File: src/verilog/ivt_map.svh
// constants for the interrupt vector and trap map
`ifndef IVT_MAP_SVH
`define IVT_MAP_SVH
`define IVT_N_SRC 50
`define IVT_N_TRAP 9
`define IVT_PRIO_W 4
`define IVT_IDX_W 6
`define IVT_TRAP_W 7
`define IVT_VEC_W 9
`define IVT_TIDX_W 4
// source index of the first member of each group
`define IVT_IDX_CC16 6'h0A
`define IVT_IDX_CC29 6'h17
`define IVT_IDX_T0 6'h1A
`define IVT_IDX_T7 6'h1C
`define IVT_IDX_T2 6'h1E
`define IVT_IDX_ADC 6'h24
`define IVT_IDX_S0T 6'h26
`define IVT_IDX_S0TB 6'h27
`define IVT_IDX_S0R 6'h28
`define IVT_IDX_S0E 6'h29
`define IVT_IDX_SCT 6'h2A
`define IVT_IDX_PWM 6'h2D
`define IVT_IDX_XP0 6'h2E
// trap number of the first member of each group
`define IVT_TRAP_CC6 7'h16
`define IVT_TRAP_CC16 7'h30
`define IVT_TRAP_CC29 7'h44
`define IVT_TRAP_T0 7'h20
`define IVT_TRAP_T7 7'h3D
`define IVT_TRAP_T2 7'h22
`define IVT_TRAP_ADC 7'h28
`define IVT_TRAP_S0T 7'h2A
`define IVT_TRAP_S0TB 7'h47
`define IVT_TRAP_S0R 7'h2B
`define IVT_TRAP_S0E 7'h2C
`define IVT_TRAP_SCT 7'h2D
`define IVT_TRAP_PWM 7'h3F
`define IVT_TRAP_XP0 7'h40
// hardware traps: three dedicated, the rest share one vector
`define IVT_N_TRAP_A 4'h3
`define IVT_TRAP_NMI 7'h02
`define IVT_TRAP_STKOF 7'h04
`define IVT_TRAP_STKUF 7'h06
`define IVT_TRAP_CLASS_B 7'h0A
`define IVT_RANK_NONE 2'h0
`define IVT_RANK_B 2'h1
`define IVT_RANK_A 2'h2
`endif

File: src/verilog/ivt_pkg.sv
// types for the interrupt vector and trap map
package ivt_pkg;
  typedef enum logic [1:0] {
    ARB_IDLE = 2'b01,
    ARB_REQ = 2'b10
  } ivt_arb_state_type;
  typedef enum logic [2:0] {
    TRP_IDLE = 3'b001,
    TRP_REQ = 3'b010,
    TRP_SVC = 3'b100
  } ivt_trp_state_type;
  typedef logic [1:0] ivt_rank_type;
endpackage

File: src/verilog/ivt_flag_if.sv
// flag bank carrier between the bank and its controller
interface ivt_flag_if #(parameter int N = 8) ();
  logic [N-1:0] flag;
  logic [N-1:0] pend;
  logic [N-1:0] ack;
  modport bank (output flag, output pend, input ack);
  modport ctrl (input flag, input pend, output ack);
endinterface

File: src/verilog/ivt_flag_bank.sv
// sticky request flags gated by enable flags
module ivt_flag_bank #(parameter int N = 8) (
  input wire logic i_clk_sys,
  input wire logic i_nrst,
  input wire logic [N-1:0] i_event,
  input wire logic [N-1:0] i_enable,
  input wire logic [N-1:0] i_clr,
  ivt_flag_if.bank bus
);
  logic [N-1:0] flag_reg;
  logic [N-1:0] flag_next;

  // a new event beats a clear in the same cycle
  assign flag_next = i_event | (flag_reg & ~(i_clr | bus.ack));

  // flag storage
  always_ff @(posedge i_clk_sys or negedge i_nrst) begin
    if (!i_nrst) begin
      flag_reg <= '0;
    end else begin
      flag_reg <= flag_next;
    end
  end

  // request only where flag and enable meet
  assign bus.flag = flag_reg;
  assign bus.pend = flag_reg & i_enable;
endmodule

File: src/verilog/ivt_prio_pick.sv
// picks the highest-level pending source above a floor
module ivt_prio_pick #(
  parameter int N = 8,
  parameter int PW = 4,
  parameter int IW = 3
) (
  input wire logic [N-1:0] i_pend,
  input wire logic [N*PW-1:0] i_prio,
  input wire logic [PW-1:0] i_floor,
  output logic o_valid,
  output logic [IW-1:0] o_idx,
  output logic [PW-1:0] o_level
);
  logic [PW-1:0] lvl [N];
  logic [N-1:0] elig;

  // per-source level slice and eligibility
  for (genvar g = 0; g < N; g++) begin : g_src
    assign lvl[g] = i_prio[g*PW +: PW];
    assign elig[g] = i_pend[g] && (lvl[g] > i_floor);
  end

  // strict compare keeps the lowest index on a tie
  always_comb begin
    o_valid = 1'b0;
    o_idx = '0;
    o_level = '0;
    for (int i = 0; i < N; i++) begin
      if (elig[i] && (!o_valid || lvl[i] > o_level)) begin
        o_valid = 1'b1;
        o_idx = IW'(i);
        o_level = lvl[i];
      end
    end
  end
endmodule

File: src/verilog/ivt_top.sv
// interrupt source map, level arbitration and hardware trap sequencing
`include "ivt_map.svh"
module ivt_top #(
  parameter int N_SRC = `IVT_N_SRC,
  parameter int N_TRAP = `IVT_N_TRAP,
  parameter int PW = `IVT_PRIO_W
) (
  input wire logic i_clk_sys,
  input wire logic i_nrst,
  input wire logic [N_SRC-1:0] i_src_event,
  input wire logic [N_SRC-1:0] i_src_enable,
  input wire logic [N_SRC-1:0] i_src_clr,
  input wire logic [N_SRC*PW-1:0] i_src_prio,
  input wire logic [PW-1:0] i_cpu_level,
  output logic [N_SRC-1:0] o_src_flag,
  output logic o_int_req,
  output logic [`IVT_TRAP_W-1:0] o_int_trap_num,
  output logic [`IVT_VEC_W-1:0] o_int_vector,
  output logic [PW-1:0] o_int_level,
  input wire logic i_int_ack,
  input wire logic [N_TRAP-1:0] i_trap_event,
  input wire logic [N_TRAP-1:0] i_tfr_clr,
  output logic [N_TRAP-1:0] o_trap_flag,
  output logic o_trap_req,
  output logic [`IVT_TRAP_W-1:0] o_trap_num,
  output logic [`IVT_VEC_W-1:0] o_trap_vector,
  input wire logic i_trap_ack,
  input wire logic i_trap_return,
  output logic o_trap_busy
);
  localparam int IW = `IVT_IDX_W;
  localparam int TW = `IVT_TIDX_W;

  // trap number of a peripheral source index
  function automatic logic [`IVT_TRAP_W-1:0] src_trap(input logic [IW-1:0] idx);
    logic [`IVT_TRAP_W-1:0] t;
    t = `IVT_TRAP_XP0 + 7'(idx - `IVT_IDX_XP0);
    if (idx < `IVT_IDX_CC16) begin
      t = `IVT_TRAP_CC6 + 7'(idx);
    end else if (idx < `IVT_IDX_CC29) begin
      t = `IVT_TRAP_CC16 + 7'(idx - `IVT_IDX_CC16);
    end else if (idx < `IVT_IDX_T0) begin
      t = `IVT_TRAP_CC29 + 7'(idx - `IVT_IDX_CC29);
    end else if (idx < `IVT_IDX_T7) begin
      t = `IVT_TRAP_T0 + 7'(idx - `IVT_IDX_T0);
    end else if (idx < `IVT_IDX_T2) begin
      t = `IVT_TRAP_T7 + 7'(idx - `IVT_IDX_T7);
    end else if (idx < `IVT_IDX_ADC) begin
      t = `IVT_TRAP_T2 + 7'(idx - `IVT_IDX_T2);
    end else if (idx < `IVT_IDX_S0T) begin
      t = `IVT_TRAP_ADC + 7'(idx - `IVT_IDX_ADC);
    end else if (idx == `IVT_IDX_S0T) begin
      t = `IVT_TRAP_S0T;
    end else if (idx == `IVT_IDX_S0TB) begin
      t = `IVT_TRAP_S0TB;
    end else if (idx == `IVT_IDX_S0R) begin
      t = `IVT_TRAP_S0R;
    end else if (idx == `IVT_IDX_S0E) begin
      t = `IVT_TRAP_S0E;
    end else if (idx < `IVT_IDX_PWM) begin
      t = `IVT_TRAP_SCT + 7'(idx - `IVT_IDX_SCT);
    end else if (idx == `IVT_IDX_PWM) begin
      t = `IVT_TRAP_PWM;
    end
    return t;
  endfunction

  // vector location is four times the trap number
  function automatic logic [`IVT_VEC_W-1:0] trap_vec(input logic [`IVT_TRAP_W-1:0] t);
    return {t, 2'b00};
  endfunction

  // trap number of a hardware trap index
  function automatic logic [`IVT_TRAP_W-1:0] hw_trap(input logic [TW-1:0] ti);
    logic [`IVT_TRAP_W-1:0] t;
    t = `IVT_TRAP_CLASS_B;
    if (ti == 4'h0) begin
      t = `IVT_TRAP_NMI;
    end else if (ti == 4'h1) begin
      t = `IVT_TRAP_STKOF;
    end else if (ti == 4'h2) begin
      t = `IVT_TRAP_STKUF;
    end
    return t;
  endfunction

  // priority rank of a hardware trap index
  function automatic ivt_pkg::ivt_rank_type hw_rank(input logic [TW-1:0] ti);
    return (ti < `IVT_N_TRAP_A) ? `IVT_RANK_A : `IVT_RANK_B;
  endfunction

  ivt_flag_if #(.N(N_SRC)) src_if ();
  ivt_flag_if #(.N(N_TRAP)) tfr_if ();

  // peripheral request and enable flags
  ivt_flag_bank #(.N(N_SRC)) u_src_bank (
    .i_clk_sys(i_clk_sys),
    .i_nrst(i_nrst),
    .i_event(i_src_event),
    .i_enable(i_src_enable),
    .i_clr(i_src_clr),
    .bus(src_if.bank)
  );

  // trap flag register, never masked
  ivt_flag_bank #(.N(N_TRAP)) u_tfr_bank (
    .i_clk_sys(i_clk_sys),
    .i_nrst(i_nrst),
    .i_event(i_trap_event),
    .i_enable({N_TRAP{1'b1}}),
    .i_clr(i_tfr_clr),
    .bus(tfr_if.bank)
  );

  logic pick_valid;
  logic [IW-1:0] pick_idx;
  logic [PW-1:0] pick_level;

  // best pending source above the running level
  ivt_prio_pick #(.N(N_SRC), .PW(PW), .IW(IW)) u_pick (
    .i_pend(src_if.pend),
    .i_prio(i_src_prio),
    .i_floor(i_cpu_level),
    .o_valid(pick_valid),
    .o_idx(pick_idx),
    .o_level(pick_level)
  );

  ivt_pkg::ivt_arb_state_type arb_state_reg;
  ivt_pkg::ivt_arb_state_type arb_state_next;
  ivt_pkg::ivt_trp_state_type trp_state_reg;
  ivt_pkg::ivt_trp_state_type trp_state_next;
  logic [IW-1:0] held_idx_reg;
  logic [PW-1:0] held_level_reg;
  logic [`IVT_TRAP_W-1:0] int_trap_reg;
  logic [`IVT_VEC_W-1:0] int_vec_reg;
  logic int_load;
  logic trap_block;
  logic held_live;
  logic better;
  logic int_take;

  // interrupt hold and withdraw conditions
  assign trap_block = (trp_state_reg != ivt_pkg::TRP_IDLE);
  assign held_live = src_if.pend[held_idx_reg] && (held_level_reg > i_cpu_level)
                     && !trap_block;
  assign better = pick_valid && (pick_level > held_level_reg);
  assign int_take = (arb_state_reg == ivt_pkg::ARB_REQ) && i_int_ack;
  assign int_load = (arb_state_reg == ivt_pkg::ARB_IDLE) && pick_valid && !trap_block;
  assign src_if.ack = int_take ? (N_SRC'(1) << held_idx_reg) : '0;

  // interrupt request sequencing
  always_comb begin
    arb_state_next = arb_state_reg;
    unique case (arb_state_reg)
      ivt_pkg::ARB_IDLE: begin
        if (int_load) begin
          arb_state_next = ivt_pkg::ARB_REQ;
        end
      end
      ivt_pkg::ARB_REQ: begin
        if (int_take || !held_live || better) begin
          arb_state_next = ivt_pkg::ARB_IDLE;
        end
      end
      default: begin
        arb_state_next = ivt_pkg::ARB_IDLE;
      end
    endcase
  end

  // interrupt state and held winner
  always_ff @(posedge i_clk_sys or negedge i_nrst) begin
    if (!i_nrst) begin
      arb_state_reg <= ivt_pkg::ARB_IDLE;
      held_idx_reg <= '0;
      held_level_reg <= '0;
    end else begin
      arb_state_reg <= arb_state_next;
      if (int_load) begin
        held_idx_reg <= pick_idx;
        held_level_reg <= pick_level;
      end
    end
  end

  // trap number and vector of the held winner
  always_ff @(posedge i_clk_sys or negedge i_nrst) begin
    if (!i_nrst) begin
      int_trap_reg <= '0;
      int_vec_reg <= '0;
    end else if (int_load) begin
      int_trap_reg <= src_trap(pick_idx);
      int_vec_reg <= trap_vec(src_trap(pick_idx));
    end
  end

  logic [N_TRAP-1:0] tpend_reg;
  logic [N_TRAP-1:0] tpend_next;
  logic [N_TRAP-1:0] taken_mask;
  logic [N_TRAP-1:0] class_b_mask;
  logic tp_valid;
  logic [TW-1:0] tp_idx;
  ivt_pkg::ivt_rank_type tp_rank;
  ivt_pkg::ivt_rank_type svc_rank_reg;
  ivt_pkg::ivt_rank_type saved_rank_reg;
  ivt_pkg::ivt_rank_type held_rank_reg;
  logic [TW-1:0] held_tidx_reg;
  logic [`IVT_TRAP_W-1:0] trap_num_reg;
  logic [`IVT_VEC_W-1:0] trap_vec_reg;
  logic trap_hit;
  logic trap_load;
  logic trap_take;
  logic trap_ret;

  // lowest pending or arriving index is the most urgent trap
  always_comb begin
    tp_valid = 1'b0;
    tp_idx = '0;
    for (int i = N_TRAP - 1; i >= 0; i--) begin
      if (tpend_reg[i] || i_trap_event[i]) begin
        tp_valid = 1'b1;
        tp_idx = TW'(i);
      end
    end
  end

  // trap entry decisions, never gated by enables or levels
  assign tp_rank = hw_rank(tp_idx);
  assign trap_hit = tp_valid && (tp_rank > svc_rank_reg);
  assign trap_take = (trp_state_reg == ivt_pkg::TRP_REQ) && i_trap_ack;
  assign trap_load = trap_hit && !trap_take && (trp_state_reg != ivt_pkg::TRP_SVC
                     || !i_trap_return);
  assign trap_ret = (trp_state_reg == ivt_pkg::TRP_SVC) && i_trap_return && !trap_hit;

  // shared-vector traps are all taken by one service
  for (genvar g = 0; g < N_TRAP; g++) begin : g_trap
    assign class_b_mask[g] = (TW'(g) >= `IVT_N_TRAP_A);
  end
  assign taken_mask = !trap_take ? '0 :
                      (held_rank_reg == `IVT_RANK_B) ? class_b_mask :
                      (N_TRAP'(1) << held_tidx_reg);
  assign tpend_next = i_trap_event | (tpend_reg & ~taken_mask);

  // trap service sequencing
  always_comb begin
    trp_state_next = trp_state_reg;
    unique case (trp_state_reg)
      ivt_pkg::TRP_IDLE: begin
        if (trap_load) begin
          trp_state_next = ivt_pkg::TRP_REQ;
        end
      end
      ivt_pkg::TRP_REQ: begin
        if (trap_take) begin
          trp_state_next = ivt_pkg::TRP_SVC;
        end
      end
      ivt_pkg::TRP_SVC: begin
        if (trap_load) begin
          trp_state_next = ivt_pkg::TRP_REQ;
        end else if (trap_ret && saved_rank_reg == `IVT_RANK_NONE) begin
          trp_state_next = ivt_pkg::TRP_IDLE;
        end
      end
      default: begin
        trp_state_next = ivt_pkg::TRP_IDLE;
      end
    endcase
  end

  // trap state, pending traps and nesting ranks
  always_ff @(posedge i_clk_sys or negedge i_nrst) begin
    if (!i_nrst) begin
      trp_state_reg <= ivt_pkg::TRP_IDLE;
      tpend_reg <= '0;
      svc_rank_reg <= `IVT_RANK_NONE;
      saved_rank_reg <= `IVT_RANK_NONE;
    end else begin
      trp_state_reg <= trp_state_next;
      tpend_reg <= tpend_next;
      if (trap_take) begin
        saved_rank_reg <= svc_rank_reg;
        svc_rank_reg <= held_rank_reg;
      end else if (trap_ret) begin
        svc_rank_reg <= saved_rank_reg;
        saved_rank_reg <= `IVT_RANK_NONE;
      end
    end
  end

  // held trap follows the most urgent pending one
  always_ff @(posedge i_clk_sys or negedge i_nrst) begin
    if (!i_nrst) begin
      held_rank_reg <= `IVT_RANK_NONE;
      held_tidx_reg <= '0;
      trap_num_reg <= '0;
      trap_vec_reg <= '0;
    end else if (trap_load) begin
      held_rank_reg <= tp_rank;
      held_tidx_reg <= tp_idx;
      trap_num_reg <= hw_trap(tp_idx);
      trap_vec_reg <= trap_vec(hw_trap(tp_idx));
    end
  end

  // outputs
  assign o_src_flag = src_if.flag;
  assign o_trap_flag = tfr_if.flag;
  assign tfr_if.ack = '0;
  assign o_int_req = (arb_state_reg == ivt_pkg::ARB_REQ);
  assign o_int_trap_num = int_trap_reg;
  assign o_int_vector = int_vec_reg;
  assign o_int_level = held_level_reg;
  assign o_trap_req = (trp_state_reg == ivt_pkg::TRP_REQ);
  assign o_trap_num = trap_num_reg;
  assign o_trap_vector = trap_vec_reg;
  assign o_trap_busy = trap_block;
endmodule

File: config.mk
export PLATFORM = sky130hd
export DESIGN_NAME = ivt_top
export DESIGN_NICKNAME = d
export VERILOG_FILES = /design/src/verilog/ivt_pkg.sv /design/src/verilog/ivt_flag_if.sv /design/src/verilog/ivt_flag_bank.sv /design/src/verilog/ivt_prio_pick.sv /design/src/verilog/ivt_top.sv
export VERILOG_INCLUDE_DIRS = /design/src /design/src/verilog
export SDC_FILE = /design/constraint.sdc
export NUM_CORES = 1
export LEC_CHECK = 0
export BUFFER_PORTS_ARGS = -buffer_cell sky130_fd_sc_hd__buf_4
export CAP_MARGIN = 10
export CORE_MARGIN = 3
export CORE_UTILIZATION = 30
export CTS_BUF_LIST = sky130_fd_sc_hd__clkbuf_4 sky130_fd_sc_hd__clkbuf_8
export CTS_CLUSTER_SIZE = 12
export DETAILED_ROUTE_END_ITERATION = 7
export PLACE_DENSITY = 0.47
export SLEW_MARGIN = 25
export SYNTH_ARGS = -nofsm -noshare
export SYNTH_HDL_FRONTEND = slang
export SYNTH_HIERARCHICAL = 1
export SYNTH_SLANG_ARGS = --single-unit
File: constraint.sdc
create_clock -name i_clk_sys -period 133.1 [get_ports i_clk_sys]
set_input_delay 26.62 -clock i_clk_sys [delete_from_list [all_inputs] [get_ports i_clk_sys]]
set_output_delay 26.62 -clock i_clk_sys [all_outputs]
set_load 0.02 [all_outputs]
### Word level (Yosys, flattened, before mapping)

Index checks and enable logic that the tools add are counted.

* register bits after elaboration: 107
* logic and storage cells: 608
* output and inout bits: 98
* input bits: 377

* bitwise logic cells: 11
* muxes and demuxes: 201
* add/sub/neg operators: 17
* shifts and indexed selects: 2
* order comparisons: 112
* reduce and logical (&&, ||, !) cells: 232
* equality and inequality tests: 20

Operators with widths (count)
* $gt A4 B4 Y1: 101
* $mux W4: 70
* $logic_and A1 B1 Y1: 112
* $mux W6: 18
* $and A50 B50 Y50: 2
* $or A50 B50 Y50: 2
* $mux W7: 13
* $mux W5: 16
* $logic_or A1 B1 Y1: 61
* $mux W1: 61
* $logic_not A1 Y1: 54
* $mux W50: 1
* $not A50 Y50: 1
* $shl A1 B6 Y50 const A: 1
* $add A6 B7 Y7 const A: 6
* $eq A6 B6 Y1 const B: 5
* $sub A6 B5 Y7 const B: 4
* $lt A6 B5 Y1 const B: 4
* $mux W3: 8
* $sub A6 B6 Y7 const B: 3
* $and A9 B9 Y9: 2
* $lt A6 B6 Y1 const B: 3
* $mux W2: 9
* $mux W9: 2
* 30 further kinds: 36

### Logic depth before layout (Yosys ltp)

* word-level depth: 214
* mapped depth: 475
* gate-level depth less buffers: 464

### Hierarchy

The synthesis kept the hierarchy.

By module, submodules not included
* ivt_prio_pick: cells an instance 2212, times used 1, sequential area each 0.0 µm², area an instance 15736.3 µm²
* ivt_top: cells an instance 537, times used 1, sequential area each 1103.6 µm², area an instance 4261.6 µm²
* ivt_flag_bank at u_src_bank: cells an instance 200, times used 1, sequential area each 1251.2 µm², area an instance 2127.0 µm²
* ivt_flag_bank at u_tfr_bank: cells an instance 36, times used 1, sequential area each 225.2 µm², area an instance 382.9 µm²

### Worst setup path after synthesis

No wires, ideal clock.

* kind: input -> register
* from: input i_cpu_level[3]
* to: register int_trap_reg[3], in the netlist o_int_trap_num[3]
* buffers on the path: 12
* data arrival time: 104.680 ns
* library setup time: 0.128 ns
* data required time: 132.972 ns
* setup slack: 28.292 ns
* cell stages on the path: 431
* cells stage by stage: inv_1 -> ha_1 -> nand4_1 -> nand2_1 -> a21oi_1 -> nand2_1 -> ha_1 -> nor2b_1 -> o211ai_1 -> a21oi_1 -> a21oi_1 -> a22oi_1 -> ha_1 -> nor2b_1 -> o21ai_0 -> a21oi_1 -> a21o_1 -> a222oi_1 -> [395 not listed] -> ha_1 -> nor2b_1 -> o21ai_0 -> nand2b_1 -> a21oi_1 -> a41o_1 -> nand2_1 -> nand2_1 -> nand2_1 -> a21oi_1 -> clkbuf_1 -> inv_1 -> ha_1 -> nor3b_1 -> o21ai_0 -> a311oi_1 -> o211a_1 -> o31ai_2

* longest elaborated chain between the ends: 214
* elaborated cells between the ends (all ways): 489
* classes of those cells: add/sub: 17; order compare: 107; eq/ne: 5; mux: 161; reduce/logical: 199

RTL lines
* start: declaration: RTL line ivt_top.sv:14 `input wire logic [PW-1:0] i_cpu_level,`
* $gt A4 B4 Y1: RTL line ivt_prio_pick.sv:20 `assign elig[g] = i_pend[g] && (lvl[g] > i_floor);`
* $logic_and A1 B1 Y1: RTL line ivt_prio_pick.sv:20
* $mux W4 or $mux W1 (tied branches): RTL line ivt_prio_pick.sv:29 `if (elig[i] && (!o_valid || lvl[i] > o_level)) begin`
* $gt A4 B4 Y1 or $logic_not A1 Y1 (tied branches): RTL line ivt_prio_pick.sv:29
* $logic_or A1 B1 Y1: RTL line ivt_prio_pick.sv:29
* $logic_and A1 B1 Y1: RTL line ivt_prio_pick.sv:29
* $mux W4 or $mux W1 (tied branches): RTL line ivt_prio_pick.sv:29
* $gt A4 B4 Y1 or $logic_not A1 Y1 (tied branches): RTL line ivt_prio_pick.sv:29
* [191 not listed]
* net pick_idx[1]: RTL line ivt_top.sv:116 `logic [IW-1:0] pick_idx;`
* [7 not listed]
* $mux W7: RTL line ivt_top.sv:52 `` end else if (idx == `IVT_IDX_S0T) begin ``
* $mux W7: RTL line ivt_top.sv:50 `` end else if (idx < `IVT_IDX_S0T) begin ``
* $mux W7: RTL line ivt_top.sv:48 `` end else if (idx < `IVT_IDX_ADC) begin ``
* $mux W7: RTL line ivt_top.sv:46 `` end else if (idx < `IVT_IDX_T2) begin ``
* $mux W7: RTL line ivt_top.sv:44 `` end else if (idx < `IVT_IDX_T7) begin ``
* $mux W7: RTL line ivt_top.sv:42 `` end else if (idx < `IVT_IDX_T0) begin ``
* $mux W7: RTL line ivt_top.sv:40 `` end else if (idx < `IVT_IDX_CC29) begin ``
* $mux W7 *: RTL line ivt_top.sv:38 `` if (idx < `IVT_IDX_CC16) begin ``
* end signal: assignment: RTL line ivt_top.sv:193 `int_trap_reg <= src_trap(pick_idx);`
* end: declaration: RTL line ivt_top.sv:135 `` logic [`IVT_TRAP_W-1:0] int_trap_reg; ``

Mark *: on every way through the listed nets, which the timed path passes. The rest lies on a longest branch.
A chain may end at the register's enable or synchronous reset.

### Final worst setup path

* from: input i_cpu_level[3]
* to: register int_trap_reg[0], in the netlist o_int_trap_num[0]

* elaborated cells between the ends (all ways): 489
* classes of those cells: add/sub: 17; order compare: 107; eq/ne: 5; mux: 161; reduce/logical: 199

RTL lines (RTL line)
* $gt A4 B4 Y1: ivt_prio_pick.sv:20
* $logic_and A1 B1 Y1: ivt_prio_pick.sv:20
* $mux W4 or $mux W1 (tied branches): ivt_prio_pick.sv:29
* $gt A4 B4 Y1 or $logic_not A1 Y1 (tied branches): ivt_prio_pick.sv:29
* $logic_or A1 B1 Y1: ivt_prio_pick.sv:29
* $logic_and A1 B1 Y1: ivt_prio_pick.sv:29
* $mux W4 or $mux W1 (tied branches): ivt_prio_pick.sv:29
* $gt A4 B4 Y1 or $logic_not A1 Y1 (tied branches): ivt_prio_pick.sv:29
* [186 not listed]
* $mux W4 or $mux W1 (tied branches): ivt_prio_pick.sv:29
* $gt A4 B4 Y1 or $logic_not A1 Y1 (tied branches): ivt_prio_pick.sv:29
* $logic_or A1 B1 Y1: ivt_prio_pick.sv:29
* $logic_and A1 B1 Y1: ivt_prio_pick.sv:29
* $mux W6 *: ivt_prio_pick.sv:29
* net pick_idx[3]: ivt_top.sv:116
* parallel branches: the longest is 13 deep, another holds $lt A6 B6 Y1
* $mux W7 *: ivt_top.sv:38

Mark *: on every way through the listed nets, which the timed path passes.

==> metrics.cfg <==
[yosys]
avgSynthCellArea_um2=7.55
syn_area_mm2=0.0224
yosysWarnings=6
syn_inst=2975

[detailed_routing]
dr.pass1.iters=6
vias_per_cell=5.64
wl_per_cell_um=22.4
wl_mm=98.2
antenna_left=0
drc=0
drtIter0Drc=1838
vias=24713

[sta]
finalSetupTns_ns=0
fin_crit_sh=0.890
finClkSkew_ns=0.0281
worst_slew_pin_slew_ns=1.05
whs_ns=0.496
finalCriticalPeriod_ns=118.48
finalMaxSlewViolations=0
rsz0062_at_grt=no
fmax_ghz=0.00844
slew_headroom=0.297
hold_viol=0
setup_viol=0

[critical_path]
max_stage_delay_ns=0.83
endpoint_kind=flip-flop
critPathRequiredTime_ns=133.49
cpMostUsedCell=a21oi_1
startpoint_type=input port
cpMaxStageDelayCell=nor3_1
criticalPathCategory=in -> reg
crit_arrival_ns=118.87
cp_max_fo=17

[placed_design]
dpl.hpwl_mm=81.1
place.gp.congestion=0.872
port_buffers=462

[floorplanning]
start_util=0.305
io_pins=475
dieArea_mm2=0.0781
row_count=99
die_y_um=280
die_x_um=280
core_mm2=0.0736

[clocking]
cts_made_buffers=9
post_cts_buffers=0
cts.sinks=103
clk_latency_ns=0.49
postCtsResizedCells=0
cts_tree=done
clk_pin_slew_worst_paths_ns=0.15
ctsLongestPathBuffers=2
cts_root_buf=clkbuf_8
cts_hold_buf=0
htree_levels=3

[finish]
area_delta_synth_final_pct=21.2
drive_above_1_share=0.186
fin_nets=4174
largest_register_ff_count=50

[worst_hold_path]
hp-class=reg -> reg

[grt]
grtUsageTotal=0.240
grt_max_degree=58
overflow=0
antenna_found_initial=3
grt_pass1_wl_mm=145
grt_pass1_vias=23504

[run_status]
status=completed

[job]
cap_violations=0

[final timing paths]
| path | start | to | slack, ns | cells after the start |
|---|---|---|---|---|
| max | i_cpu_level[3] | o_int_trap_num[0]$_DFFE_PN0P_ | 14.62 | 431 |
| min | u_tfr_bank/bus.flag[4]$_DFF_PN0_ | u_tfr_bank/bus.flag[4]$_DFF_PN0_ | 0.50 | 1 |
| max reg2reg | u_src_bank/bus.flag[0]$_DFF_PN0_ | o_int_trap_num[0]$_DFFE_PN0P_ | 40.89 | 428 |
| min reg2reg | u_tfr_bank/bus.flag[4]$_DFF_PN0_ | u_tfr_bank/bus.flag[4]$_DFF_PN0_ | 0.50 | 1 |
| max in group asynchronous | i_nrst | u_src_bank/bus.flag[15]$_DFF_PN0_ | 105.64 | 2 |
| min in group asynchronous | i_nrst | u_tfr_bank/bus.flag[0]$_DFF_PN0_ | 26.21 | 1 |
[layout by cell type, fill, tap and decap left out, types with 14 or more instances in the layout]
master    instances
buf_4           482
ha_1            379
inv_1           265
nor2_1          264
nand2_1         211
a21oi_1         209
o21ai_0         147
a21o_1          119
nand3_1         106
dfrtp_1          99
and2_1           79
nor2b_1          73
o21a_1           71
nor3_1           48
a31oi_1          48
nand4_1          47
o211ai_1         44
nand2b_1         39
mux2i_1          31
o22ai_1          30
or3_1            26
o31ai_1          24
and3_1           24
nor4_1           23
o221a_2          23
o311ai_0         22
conb_1           21
a211oi_1         18
o211a_1          18
o221ai_1         16
a21boi_0         16
or2_2            16
o311a_1          16
o31a_1           14
o21ai_1          14
a311oi_1         14
[critical path, delay by kind of cell]
family          cells  cell delay, ns
compound gates    226           48.96
buf+inv            24            2.54
simple gates      122           22.15
fa+ha+maj          53           16.14
mux                 6            2.20
[stage by stage]
| stage | cell area (um^2) | util | setup slack [ns] | std cells |
|---|---|---|---|---|
| floorplan | 22500 | - | 28.29 | 2995 |
| global placement | 27000 | 0.367 | 16.03 | 4366 |
| detailed placement | 27000 | 0.367 | 15.55 | 4366 |
| CTS | 27200 | 0.370 | 15.76 | 4382 |
| global route | 27200 | 0.370 | 6.27 | 4382 |
| finish | 27200 | 0.370 | 14.62 | 4383 |
[cell type report]
cell class | count | area [um^2]
fill | 7935 | 46400
tap | 959 | 1200
multi-input combinational | 2553 | 18600
antenna | 1 | 2.50
sequential | 103 | 2580
clock buffer | 9 | 124
clock inverter | 7 | 101
timing repair buffer | 482 | 3620
inverter | 269 | 1010
[per-layer routing]
metal / track usage / up-vias / share of wire
li1: - / 12205 / -
met4: 0.0453 / 0 / 0.017
met3: 0.0411 / 69 / 0.062
met1: 0.327 / 11640 / 0.46
met2: 0.402 / 799 / 0.46
met5: 0 / - / 0
Power is not shown: default switching activity piles up to over one toggle a cycle in this logic, so the estimate is an artifact.
